$ cat src/logic/acp_pkg.sv
/*
 * Shared constants for the audio clock pad configuration bank:
 * register indices, field positions, reset value and code types.
 * Assumes the APB data path is 32 bits and each register one word.
 */
`default_nettype none
package acp_pkg;
  // Bus geometry
  localparam int unsigned ADDR_W     = 32;
  localparam int unsigned DATA_W     = 32;
  localparam int unsigned REG_W      = 16;
  localparam int unsigned IDX_W      = 16;
  localparam int unsigned BYTE_SHIFT = 2;
  localparam int unsigned NUM_PADS   = 12;
  localparam int unsigned SEL_W      = 4;

  // Register indices; byte address is index times four
  localparam logic [15:0] IDX_BIT_CLOCK_IN0    = 16'hf780;
  localparam logic [15:0] IDX_BIT_CLOCK_IN1    = 16'hf781;
  localparam logic [15:0] IDX_BIT_CLOCK_IN2    = 16'hf782;
  localparam logic [15:0] IDX_BIT_CLOCK_IN3    = 16'hf783;
  localparam logic [15:0] IDX_BIT_CLOCK_OUT0   = 16'hf784;
  localparam logic [15:0] IDX_BIT_CLOCK_OUT1   = 16'hf785;
  localparam logic [15:0] IDX_BIT_CLOCK_OUT2   = 16'hf786;
  localparam logic [15:0] IDX_BIT_CLOCK_OUT3   = 16'hf787;
  localparam logic [15:0] IDX_FRAME_CLOCK_IN0  = 16'hf788;
  localparam logic [15:0] IDX_FRAME_CLOCK_IN1  = 16'hf789;
  localparam logic [15:0] IDX_FRAME_CLOCK_IN2  = 16'hf78a;
  localparam logic [15:0] IDX_FRAME_CLOCK_IN3  = 16'hf78b;

  // Field positions inside a pad register
  localparam int unsigned PULL_BIT = 4;
  localparam int unsigned SLEW_HI  = 3;
  localparam int unsigned SLEW_LO  = 2;
  localparam int unsigned DRIVE_HI = 1;
  localparam int unsigned DRIVE_LO = 0;

  // Every pad register resets to pull-down on, fast slew, lowest drive
  localparam logic [15:0] PAD_RESET = 16'h0018;

  // Ascending slew and drive codes
  typedef enum logic [1:0] {SLEW_SLOWEST, SLEW_SLOW, SLEW_FAST, SLEW_FASTEST} acp_slew_e;
  typedef enum logic [1:0] {DRIVE_LOWEST, DRIVE_LOW, DRIVE_HIGH, DRIVE_HIGHEST} acp_drive_e;
endpackage : acp_pkg
`default_nettype wire

$ cat src/logic/acp_pad_cfg_regs.sv
/*
 * Pad configuration bank for the audio clock pins: four bit-clock
 * inputs, four bit-clock outputs and four frame-clock inputs, each
 * with pull-down, slew and drive fields fed straight to the pad cell.
 * Twelve 16-bit registers sit at consecutive word indices; the byte
 * address on the bus is four times the index, and anything outside
 * the twelve, or not word aligned, answers with an error.
 * Each transfer takes one wait state before PREADY rises.
 * Assumes an APB master on CLK and pad cells that take static levels.
 * Assumes PSTRB lanes 0 and 1 select the stored half of each word;
 * lanes 2 and 3 and the upper half of PWDATA are ignored.
 */
`default_nettype none
module acp_pad_cfg_regs
(
  input  wire logic                        CLK,
  input  wire logic                        RST_N,
  input  wire logic                        PSEL,
  input  wire logic                        PENABLE,
  input  wire logic                        PWRITE,
  input  wire logic [acp_pkg::ADDR_W-1:0]  PADDR,
  input  wire logic [acp_pkg::DATA_W-1:0]  PWDATA,
  input  wire logic [3:0]                  PSTRB,
  output var  logic                        PREADY,
  output var  logic [acp_pkg::DATA_W-1:0]  PRDATA,
  output var  logic                        PSLVERR,
  output var  logic                        BIT_CLK_IN0_PULL_DN,
  output var  acp_pkg::acp_slew_e          BIT_CLK_IN0_SLEW,
  output var  acp_pkg::acp_drive_e         BIT_CLK_IN0_DRIVE,
  output var  logic                        BIT_CLK_IN1_PULL_DN,
  output var  acp_pkg::acp_slew_e          BIT_CLK_IN1_SLEW,
  output var  acp_pkg::acp_drive_e         BIT_CLK_IN1_DRIVE,
  output var  logic                        BIT_CLK_IN2_PULL_DN,
  output var  acp_pkg::acp_slew_e          BIT_CLK_IN2_SLEW,
  output var  acp_pkg::acp_drive_e         BIT_CLK_IN2_DRIVE,
  output var  logic                        BIT_CLK_IN3_PULL_DN,
  output var  acp_pkg::acp_slew_e          BIT_CLK_IN3_SLEW,
  output var  acp_pkg::acp_drive_e         BIT_CLK_IN3_DRIVE,
  output var  logic                        BIT_CLK_OUT0_PULL_DN,
  output var  acp_pkg::acp_slew_e          BIT_CLK_OUT0_SLEW,
  output var  acp_pkg::acp_drive_e         BIT_CLK_OUT0_DRIVE,
  output var  logic                        BIT_CLK_OUT1_PULL_DN,
  output var  acp_pkg::acp_slew_e          BIT_CLK_OUT1_SLEW,
  output var  acp_pkg::acp_drive_e         BIT_CLK_OUT1_DRIVE,
  output var  logic                        BIT_CLK_OUT2_PULL_DN,
  output var  acp_pkg::acp_slew_e          BIT_CLK_OUT2_SLEW,
  output var  acp_pkg::acp_drive_e         BIT_CLK_OUT2_DRIVE,
  output var  logic                        BIT_CLK_OUT3_PULL_DN,
  output var  acp_pkg::acp_slew_e          BIT_CLK_OUT3_SLEW,
  output var  acp_pkg::acp_drive_e         BIT_CLK_OUT3_DRIVE,
  output var  logic                        FRAME_CLK_IN0_PULL_DN,
  output var  acp_pkg::acp_slew_e          FRAME_CLK_IN0_SLEW,
  output var  acp_pkg::acp_drive_e         FRAME_CLK_IN0_DRIVE,
  output var  logic                        FRAME_CLK_IN1_PULL_DN,
  output var  acp_pkg::acp_slew_e          FRAME_CLK_IN1_SLEW,
  output var  acp_pkg::acp_drive_e         FRAME_CLK_IN1_DRIVE,
  output var  logic                        FRAME_CLK_IN2_PULL_DN,
  output var  acp_pkg::acp_slew_e          FRAME_CLK_IN2_SLEW,
  output var  acp_pkg::acp_drive_e         FRAME_CLK_IN2_DRIVE,
  output var  logic                        FRAME_CLK_IN3_PULL_DN,
  output var  acp_pkg::acp_slew_e          FRAME_CLK_IN3_SLEW,
  output var  acp_pkg::acp_drive_e         FRAME_CLK_IN3_DRIVE
);
  import acp_pkg::*;

  // Pin groups: four consecutive indices each, counted from the first
  localparam int unsigned OUT_BASE   = int'(IDX_BIT_CLOCK_OUT0 - IDX_BIT_CLOCK_IN0);
  localparam int unsigned FRAME_BASE = int'(IDX_FRAME_CLOCK_IN0 - IDX_BIT_CLOCK_IN0);
  localparam int unsigned GROUP_PINS = OUT_BASE;

  // Bus answer state: one wait state, then a registered answer
  typedef struct packed
  {
    logic              ready;
    logic              slverr;
    logic [DATA_W-1:0] rdata;
  } acp_bus_s;

  acp_bus_s st_r;
  acp_bus_s st_nxt;

  logic [IDX_W-1:0]    idx;
  logic [NUM_PADS-1:0] hit_vec;
  logic [NUM_PADS-1:0] wr_vec;
  logic [REG_W-1:0]    rd_word;
  logic                aligned;
  logic                upper_zero;
  logic                hit;
  logic                access;
  logic                start;
  logic                complete;
  logic                rd_start;
  logic                wr_done;
  logic [REG_W-1:0]    pad_q     [NUM_PADS];
  logic                pull_q    [NUM_PADS];
  acp_slew_e           slew_q    [NUM_PADS];
  acp_drive_e          drive_q   [NUM_PADS];

  // Word index from the byte address; low two bits must be zero
  assign idx        = PADDR[IDX_W+BYTE_SHIFT-1:BYTE_SHIFT];
  assign aligned    = (PADDR[BYTE_SHIFT-1:0] == 2'h0);
  assign upper_zero = (PADDR[ADDR_W-1:IDX_W+BYTE_SHIFT] == '0);

  // Bit-clock input selects, one per index
  assign hit_vec[0]  = (idx == IDX_BIT_CLOCK_IN0);
  assign hit_vec[1]  = (idx == IDX_BIT_CLOCK_IN1);
  assign hit_vec[2]  = (idx == IDX_BIT_CLOCK_IN2);
  assign hit_vec[3]  = (idx == IDX_BIT_CLOCK_IN3);

  // Bit-clock output selects
  assign hit_vec[4]  = (idx == IDX_BIT_CLOCK_OUT0);
  assign hit_vec[5]  = (idx == IDX_BIT_CLOCK_OUT1);
  assign hit_vec[6]  = (idx == IDX_BIT_CLOCK_OUT2);
  assign hit_vec[7]  = (idx == IDX_BIT_CLOCK_OUT3);

  // Frame-clock input selects
  assign hit_vec[8]  = (idx == IDX_FRAME_CLOCK_IN0);
  assign hit_vec[9]  = (idx == IDX_FRAME_CLOCK_IN1);
  assign hit_vec[10] = (idx == IDX_FRAME_CLOCK_IN2);
  assign hit_vec[11] = (idx == IDX_FRAME_CLOCK_IN3);

  // Mapped only when aligned, upper bits clear and one select set
  assign hit = aligned
             && upper_zero
             && (|hit_vec);

  // Access phase, its first cycle, and the edge at which the master sees PREADY
  assign access   = PSEL && PENABLE;
  assign start    = access && !st_r.ready;
  assign complete = access && st_r.ready;

  // A mapped read is captured in the first access cycle
  assign rd_start = start && !PWRITE && hit;

  // Write lands only at the completing edge of a mapped write
  assign wr_done = complete && PWRITE && hit;
  assign wr_vec  = wr_done ? hit_vec : '0;

  // Bit-clock input pins 0 to 3, one register each
  for (genvar i = 0; i < GROUP_PINS; i++)
  begin : g_bit_in
    acp_pad_reg
    #(
      .RESET_VAL (PAD_RESET)
    )
    u_reg
    (
      .clk     (CLK),
      .rst_n   (RST_N),
      .wr_en   (wr_vec[i]),
      .byte_en (PSTRB[1:0]),
      .wdata   (PWDATA[REG_W-1:0]),
      .value   (pad_q[i])
    );

    // Field split toward the pad cell
    assign pull_q[i]  = pad_q[i][PULL_BIT];
    assign slew_q[i]  = acp_slew_e'(pad_q[i][SLEW_HI:SLEW_LO]);
    assign drive_q[i] = acp_drive_e'(pad_q[i][DRIVE_HI:DRIVE_LO]);
  end

  // Bit-clock output pins 0 to 3, next four indices
  for (genvar i = 0; i < GROUP_PINS; i++)
  begin : g_bit_out
    acp_pad_reg
    #(
      .RESET_VAL (PAD_RESET)
    )
    u_reg
    (
      .clk     (CLK),
      .rst_n   (RST_N),
      .wr_en   (wr_vec[OUT_BASE+i]),
      .byte_en (PSTRB[1:0]),
      .wdata   (PWDATA[REG_W-1:0]),
      .value   (pad_q[OUT_BASE+i])
    );

    // Field split toward the pad cell
    assign pull_q[OUT_BASE+i]  = pad_q[OUT_BASE+i][PULL_BIT];
    assign slew_q[OUT_BASE+i]  = acp_slew_e'(pad_q[OUT_BASE+i][SLEW_HI:SLEW_LO]);
    assign drive_q[OUT_BASE+i] = acp_drive_e'(pad_q[OUT_BASE+i][DRIVE_HI:DRIVE_LO]);
  end

  // Frame-clock input pins 0 to 3, last four indices
  for (genvar i = 0; i < GROUP_PINS; i++)
  begin : g_frame_in
    acp_pad_reg
    #(
      .RESET_VAL (PAD_RESET)
    )
    u_reg
    (
      .clk     (CLK),
      .rst_n   (RST_N),
      .wr_en   (wr_vec[FRAME_BASE+i]),
      .byte_en (PSTRB[1:0]),
      .wdata   (PWDATA[REG_W-1:0]),
      .value   (pad_q[FRAME_BASE+i])
    );

    // Field split toward the pad cell
    assign pull_q[FRAME_BASE+i]  = pad_q[FRAME_BASE+i][PULL_BIT];
    assign slew_q[FRAME_BASE+i]  = acp_slew_e'(pad_q[FRAME_BASE+i][SLEW_HI:SLEW_LO]);
    assign drive_q[FRAME_BASE+i] = acp_drive_e'(pad_q[FRAME_BASE+i][DRIVE_HI:DRIVE_LO]);
  end

  // Read word picked by index; zero when no register matches
  always_comb
  begin
    rd_word = '0;
    unique case (idx)
      // Bit-clock inputs
      IDX_BIT_CLOCK_IN0:   rd_word = pad_q[0];
      IDX_BIT_CLOCK_IN1:   rd_word = pad_q[1];
      IDX_BIT_CLOCK_IN2:   rd_word = pad_q[2];
      IDX_BIT_CLOCK_IN3:   rd_word = pad_q[3];
      // Bit-clock outputs
      IDX_BIT_CLOCK_OUT0:  rd_word = pad_q[4];
      IDX_BIT_CLOCK_OUT1:  rd_word = pad_q[5];
      IDX_BIT_CLOCK_OUT2:  rd_word = pad_q[6];
      IDX_BIT_CLOCK_OUT3:  rd_word = pad_q[7];
      // Frame-clock inputs
      IDX_FRAME_CLOCK_IN0: rd_word = pad_q[8];
      IDX_FRAME_CLOCK_IN1: rd_word = pad_q[9];
      IDX_FRAME_CLOCK_IN2: rd_word = pad_q[10];
      IDX_FRAME_CLOCK_IN3: rd_word = pad_q[11];
      default:             rd_word = '0;
    endcase
  end

  // Answer sequencing: ready rises in the second access cycle
  always_comb
  begin
    st_nxt        = st_r;
    st_nxt.ready  = start;
    st_nxt.slverr = 1'b0;
    if (start)
    begin
      // Unmapped or misaligned address answers with an error
      st_nxt.slverr = !hit;
      if (rd_start)
      begin
        st_nxt.rdata = {{(DATA_W-REG_W){1'b0}}, rd_word};
      end
      else
      begin
        st_nxt.rdata = '0;
      end
    end
  end

  // Bus answer register
  always_ff @(posedge CLK)
  begin
    if (!RST_N)
    begin
      st_r.ready  <= 1'b0;
      st_r.slverr <= 1'b0;
      st_r.rdata  <= '0;
    end
    else
    begin
      st_r <= st_nxt;
    end
  end

  // Bus outputs straight from the answer register
  assign PREADY  = st_r.ready;
  assign PSLVERR = st_r.slverr;
  assign PRDATA  = st_r.rdata;

  // Bit-clock input pin 0
  assign BIT_CLK_IN0_PULL_DN   = pull_q[0];
  assign BIT_CLK_IN0_SLEW      = slew_q[0];
  assign BIT_CLK_IN0_DRIVE     = drive_q[0];

  // Bit-clock input pin 1
  assign BIT_CLK_IN1_PULL_DN   = pull_q[1];
  assign BIT_CLK_IN1_SLEW      = slew_q[1];
  assign BIT_CLK_IN1_DRIVE     = drive_q[1];

  // Bit-clock input pin 2
  assign BIT_CLK_IN2_PULL_DN   = pull_q[2];
  assign BIT_CLK_IN2_SLEW      = slew_q[2];
  assign BIT_CLK_IN2_DRIVE     = drive_q[2];

  // Bit-clock input pin 3
  assign BIT_CLK_IN3_PULL_DN   = pull_q[3];
  assign BIT_CLK_IN3_SLEW      = slew_q[3];
  assign BIT_CLK_IN3_DRIVE     = drive_q[3];

  // Bit-clock output pin 0
  assign BIT_CLK_OUT0_PULL_DN  = pull_q[4];
  assign BIT_CLK_OUT0_SLEW     = slew_q[4];
  assign BIT_CLK_OUT0_DRIVE    = drive_q[4];

  // Bit-clock output pin 1
  assign BIT_CLK_OUT1_PULL_DN  = pull_q[5];
  assign BIT_CLK_OUT1_SLEW     = slew_q[5];
  assign BIT_CLK_OUT1_DRIVE    = drive_q[5];

  // Bit-clock output pin 2
  assign BIT_CLK_OUT2_PULL_DN  = pull_q[6];
  assign BIT_CLK_OUT2_SLEW     = slew_q[6];
  assign BIT_CLK_OUT2_DRIVE    = drive_q[6];

  // Bit-clock output pin 3
  assign BIT_CLK_OUT3_PULL_DN  = pull_q[7];
  assign BIT_CLK_OUT3_SLEW     = slew_q[7];
  assign BIT_CLK_OUT3_DRIVE    = drive_q[7];

  // Frame-clock input pin 0, shared with multipurpose pin ten
  assign FRAME_CLK_IN0_PULL_DN = pull_q[8];
  assign FRAME_CLK_IN0_SLEW    = slew_q[8];
  assign FRAME_CLK_IN0_DRIVE   = drive_q[8];

  // Frame-clock input pin 1, shared with multipurpose pin eleven
  assign FRAME_CLK_IN1_PULL_DN = pull_q[9];
  assign FRAME_CLK_IN1_SLEW    = slew_q[9];
  assign FRAME_CLK_IN1_DRIVE   = drive_q[9];

  // Frame-clock input pin 2, shared with multipurpose pin twelve
  assign FRAME_CLK_IN2_PULL_DN = pull_q[10];
  assign FRAME_CLK_IN2_SLEW    = slew_q[10];
  assign FRAME_CLK_IN2_DRIVE   = drive_q[10];

  // Frame-clock input pin 3, shared with multipurpose pin thirteen
  assign FRAME_CLK_IN3_PULL_DN = pull_q[11];
  assign FRAME_CLK_IN3_SLEW    = slew_q[11];
  assign FRAME_CLK_IN3_DRIVE   = drive_q[11];
endmodule : acp_pad_cfg_regs
`default_nettype wire

$ cat src/logic/acp_pad_reg.sv
/*
 * One 16-bit pad configuration register with byte-lane writes.
 * Assumes the caller qualifies wr_en with a completed bus write.
 */
`default_nettype none
module acp_pad_reg
#(
  parameter logic [15:0] RESET_VAL = acp_pkg::PAD_RESET
)
(
  input  wire logic        clk,
  input  wire logic        rst_n,
  input  wire logic        wr_en,
  input  wire logic [1:0]  byte_en,
  input  wire logic [15:0] wdata,
  output var  logic [15:0] value
);
  import acp_pkg::*;

  typedef struct packed
  {
    logic [15:0] value;
  } acp_reg_s;

  acp_reg_s st_r;
  acp_reg_s st_nxt;

  // Byte lanes merge into the stored word, reserved bits included
  always_comb
  begin
    st_nxt = st_r;
    if (wr_en && byte_en[0])
    begin
      st_nxt.value[7:0] = wdata[7:0];
    end
    if (wr_en && byte_en[1])
    begin
      st_nxt.value[15:8] = wdata[15:8];
    end
  end

  // Synchronous reset to the documented value
  always_ff @(posedge clk)
  begin
    if (!rst_n)
    begin
      st_r.value <= RESET_VAL;
    end
    else
    begin
      st_r <= st_nxt;
    end
  end

  assign value = st_r.value;
endmodule : acp_pad_reg
`default_nettype wire

$ cat config.mk
export PLATFORM = sky130hd
export DESIGN_NAME = acp_pad_cfg_regs
export DESIGN_NICKNAME = d
export VERILOG_FILES = /design/src/logic/acp_pkg.sv /design/src/logic/acp_pad_cfg_regs.sv /design/src/logic/acp_pad_reg.sv
export SDC_FILE = /design/constraint.sdc
export NUM_CORES = 1
export LEC_CHECK = 0
export ABC_AREA = 1
export BUFFER_PORTS_ARGS = -buffer_cell sky130_fd_sc_hd__buf_4
export CORE_MARGIN = 5
export CORE_UTILIZATION = 34
export CTS_BUF_LIST = sky130_fd_sc_hd__clkbuf_4
export CTS_CLUSTER_DIAMETER = 120
export DETAILED_ROUTE_END_ITERATION = 7
export PLACE_DENSITY = 0.5
export SYNTH_ARGS = -nofsm -noshare
export SYNTH_HDL_FRONTEND = slang
export SYNTH_SLANG_ARGS = --single-unit
$ cat constraint.sdc
create_clock -name CLK -period 1.8 [get_ports CLK]
set_input_delay 0.09 -clock CLK [delete_from_list [all_inputs] [get_ports CLK]]
set_output_delay 0.09 -clock CLK [all_outputs]
set_load 0.02 [all_outputs]
Word level (Yosys, flattened, before mapping)
Index checks and enable logic that the tools add are counted.

word-level totals
  bits of input ports = 73
  output and inout bits = 94
  register bits after elaboration = 226
  logic and storage cells = 82

operators by class
  equality and inequality tests = 12
  reductions and logical operators = 40
  multiplexer cells = 3

operators with widths
  operator                number
  $eq A16 B16 Y1 const B  12
  $pmux W16 S12           1
  $logic_and A1 B1 Y1     33
  $mux W16                1
  $logic_not A14 Y1       1
  $mux W12                1
  $reduce_or A12 Y1       1
  $logic_not A1 Y1        3
  $logic_not A2 Y1        1
  $reduce_and A2 Y1       1

Depth between registers and ports, before layout
  word-level depth = 6
  depth in mapped cells = 16
  depth with buffers taken out = 14

Modules after synthesis
From an unflattened synthesis, not the netlist that was laid out.

unflattened totals
  cells, all modules = 1804
  area, all modules = 11081.9 um^2

modules (own cells, without submodules)
  module            cells an instance  area an instance (um^2)  times used
  acp_pad_reg       98                 660.6                    12
  acp_pad_cfg_regs  628                3154.3                   1

Worst setup path after synthesis
No wires, ideal clock.

  path kind = input to register
  start = input PADDR[9] (netlist bit)
  end = register g_frame_in[0].u_reg.value[10] (netlist name)
  required time = 1.686 ns
  arrival = 1.784 ns
  stages = 16
  setup slack = -0.098 ns
  cell sequence = inv_1 nor2_1 nand2_2 buf_6 nor2_1 nand2_2 nand2_1 nor2_1 nand3_1 nand3_1 buf_6 nor2_4 buf_2 nand3_1 nand2_1 nor2_1

between the ends
  word-level cells in the longest chain between the ends = 6

RTL lines
  what                                          line                     source
  start, declared                               acp_pad_cfg_regs.sv:21   input wire logic [acp_pkg::ADDR_W-1:0] PADDR,
  $eq A16 B16 Y1, or another cell as far along  acp_pad_cfg_regs.sv:105  assign hit_vec[0] = (idx == IDX_BIT_CLOCK_IN0);
  $reduce_or A12 Y1                             acp_pad_cfg_regs.sv:125  && (|hit_vec);
  $logic_and A1 B1 Y1                           acp_pad_cfg_regs.sv:125
  $logic_and A1 B1 Y1                           acp_pad_cfg_regs.sv:136  assign wr_done = complete && PWRITE && hit;
  $mux W12 *                                    acp_pad_cfg_regs.sv:137  assign wr_vec = wr_done ? hit_vec : '0;
  $logic_and A1 B1 Y1 *                         acp_pad_reg.sv:36        if (wr_en && byte_en[1])

Every way passes the cells marked *; elsewhere a longest branch is shown, timed or not.
A chain may end at the register's enable or synchronous reset.

Worst setup path in the final report
  start = input PADDR[21] (netlist bit)
  end = register g_bit_out[0].u_reg.value[9] (netlist name)

between the ends
  word-level cells in the longest chain between the ends = 6

RTL lines
  what                 line                     source
  $logic_not A14 Y1    acp_pad_cfg_regs.sv:102  assign upper_zero = (PADDR[ADDR_W-1:IDX_W+BYTE_SHIFT] == '0);
  $logic_and A1 B1 Y1  acp_pad_cfg_regs.sv:124  && upper_zero
  $logic_and A1 B1 Y1  acp_pad_cfg_regs.sv:125
  $logic_and A1 B1 Y1  acp_pad_cfg_regs.sv:136
  $mux W12             acp_pad_cfg_regs.sv:137
  $logic_and A1 B1 Y1  acp_pad_reg.sv:36

Every way passes these cells.

==> reports/results.ini <==
[floorplan]
rows=65
die_y_um=190
initial_utilization=0.346
fp.dieArea_um2=35900
core_um2=31700
pin_count=167
die_w_um=190

[route]
drt_iter0_drc=829
drc=0
drt-pass1-iter-count=5
wl_per_cell_um=17.3
vias_per_cell=4.87
ant_nets=0
dr_total_vias=11526
finalWirelength_mm=41.0

[global_route]
antenna_found_initial=1
grt_pass1_wl_mm=62.5
grt_pass1_vias=10820
grt_max_degree=101
track_usage=0.221
grt_overflow_total=0

[synth]
avgSynthCellArea_um2=6.44
synth.distinct_cells=25
syn_inst=1703
synth_fa_ha_area_frac=0
async_flop_share=0
synth_top_area_frac=0.384
synthFlopType=dfxtp_1
yosysMostFrequentCell=nand2_1
synth_top_family_by_area=simple AND/OR/NAND/NOR gates
synth-compound-area-share=0.0137
synth_edf_count=0
synth_top_area_cell=dfxtp_1
synth-simple-area-share=0.502
ys.warnings.count=0
synth_area_leaders=dfxtp_1 (38%), nand2_1 (17%), nor2_1 (15%), nand3_1 (12%), buf_4 (4.9%)
synth_seq_area_share=0.384
netlist_area_um2=11000
synth_seq_cells=210
muxShareOfSynthArea=0
synth_common_cells=nand2_1 (483), nor2_1 (439), nand3_1 (261)
synth_xor_area_frac=0

[sta]
hold_viol=0
fin_ws_ns=0.0873
fin_worst_skew_ns=0.0456
fmax_mhz=584
tns_ns=0
finalSetupViolations=0
min_period_ns=1.71
slew_viol_final=0
relSlewSlack=0.542
worst_pin_slew_ns=0.687
fin_crit_sh=0.952

[clock_tree]
clock_latency_ns=0.72
cts_inserted_buffers=60
clock_sinks=210
cts_tree=done
root_buffer=clkbuf_4
htree_levels=2
path_clk_slew_ns=0.07
cts_buffer_depth=3

[placement]
dpl.hpwl_mm=28.1
gp_congestion=0.846
portBuffers=132
dp_worst_setup_slack_ns=-0.331

[cells_and_area]
layout-drive-gt1-share=0.231
nNetsFinal=1987
area_growth_pct=29.4
final_core_util=0.447

[power_and_ir_drop]
p_int_w=0.00745
power_density_nw_per_um2=708
peakVddDrop_v=0.000310
p_clk_frac=0.467
p_comb_frac=0.070
sequentialPowerShare=0.463
netSwitchingFraction=0.257
p_leak_nw=6.49
switchingPower_w=0.00259

[critical_path]
cp_max_fo=8
worstSetupEndpointType=flip-flop
worstSetupPathType=primary input to flip-flop
cp.arrival_ns=2.36
critPathLaunchType=primary input
cp.required_ns=2.45

[hold_path]
hp-class=primary input to flip-flop

[run]
drv_cap=0

[run_status]
outcome=complete, no violations

-- per-layer routing --
layer  share of wire  routed length [um]  up-vias  track usage
met4           0.039                1600        0       0.0893
met3           0.075                3080       84       0.0387
li1                -                   -     5772            -
met1            0.46               19000     5238        0.319
met2            0.42               17300      432        0.327
met5               0                   0        -            0
-- cell type report --
| type | instances | area [um^2] |
|---|---|---|
| antenna | 1 | 2.50 |
| clock buffer | 97 | 728 |
| clock inverter | 16 | 92.6 |
| fill | 3391 | 17500 |
| inverter | 48 | 180 |
| multi-input combinational | 1297 | 5840 |
| sequential | 210 | 4200 |
| tap | 402 | 503 |
| timing repair buffer | 297 | 2630 |
-- placed cells by master (no fill, tap or decap), types with 5 or more instances in the layout --
master | Yosys | layout
o21a_1 | 16 | 16
dfxtp_1 | 210 | 210
nand2_1 | 483 | 477
nand2_2 | 7 | 12
nor2_2 | 8 | 15
dlygate4sd3_1 | 0 | 26
nor2_1 | 439 | 426
nor3_1 | 5 | 5
nor3_4 | 18 | 22
buf_12 | 0 | 26
clkinv_1 | 2 | 13
nand4_1 | 16 | 16
nand3_1 | 261 | 259
nor2_4 | 10 | 16
inv_2 | 5 | 7
clkbuf_4 | 0 | 97
buf_4 | 71 | 242
o21ai_0 | 6 | 6
inv_1 | 41 | 40
conb_1 | 1 | 16
-- metrics by stage --
stage / total power, W / area (um^2) / instances / hold slack (ns)
global route: 0.0105 / 14200 / 2368 / 0.0237
detailed placement: 0.00540 / 13000 / 2220 / 0.443
global placement: 0.00540 / 13000 / 2220 / 0.444
CTS: 0.0102 / 14100 / 2359 / 0.000428
finish: 0.0100 / 14200 / 2368 / 0.0316
floorplan: 0.00513 / 11200 / 1718 / 0.244
-- worst max-delay path: stages --
cell           delay [ns]
dlygate4sd3_1        0.54
buf_4                0.14
nor4_2               0.28
nand2_1              0.10
nor2_2               0.12
buf_6                0.13
nand3_4              0.11
buf_12               0.16
buf_4                0.14
nor3_4               0.35
nor2_1               0.08
nor2_1               0.12
-- final timing paths --
| kind | startpoint | to | slack, ns | cells past startpoint |
|---|---|---|---|---|
| setup / recovery | PADDR[21] | g_bit_out[0].u_reg.value[9]$_SDFFE_PN0P_ | 0.09 | 12 |
| hold / removal | PADDR[28] | PSLVERR$_SDFF_PN0_ | 0.03 | 8 |
| setup reg to reg | PREADY$_SDFF_PN0_ | g_bit_out[0].u_reg.value[9]$_SDFFE_PN0P_ | 0.12 | 9 |
| hold reg to reg | g_frame_in[1].u_reg.value[10]$_SDFFE_PN0P_ | g_frame_in[1].u_reg.value[10]$_SDFFE_PN0P_ | 0.47 | 2 |
-- flip-flops by register name (all words and copies together) (netlist names) --
register / count
g_frame_in.u_reg.value: 64
g_bit_in.u_reg.value: 64
g_bit_out.u_reg.value: 64
PSLVERR: 1
PREADY: 1
PRDATA: 16
-- cells by family (layout without fill, tap and decap cells) --
family / count (synthesis) / count (layout)
AND/OR/NAND/NOR: 1259 / 1259
buffers and inverters: 211 / 458
flip-flops: 210 / 210
AO/OA/AOI/OAI: 22 / 22
other: 1 / 17
-- power by group through the flow --
stage | clock network, W | logic, W | registers, W
4_1_cts | 0.00481 | 0.000692 | 0.00465
3_3_place_gp | 0 | 0.000646 | 0.00475
3_5_place_dp | 0 | 0.000646 | 0.00475
2_1_floorplan | 0 | 0.000375 | 0.00476
6_report | 0.00469 | 0.000705 | 0.00465
5_1_grt | 0.00509 | 0.000756 | 0.00464
-- repair_timing --
item                                    4_1_cts  5_1_grt
resized for setup                             0       13
setup buffers                                 0        8
endpoints found under the hold margin       196        0
hold buffers                                 26        0
endpoints found under the setup margin        0       73
Power figures use the tool's default switching activity.
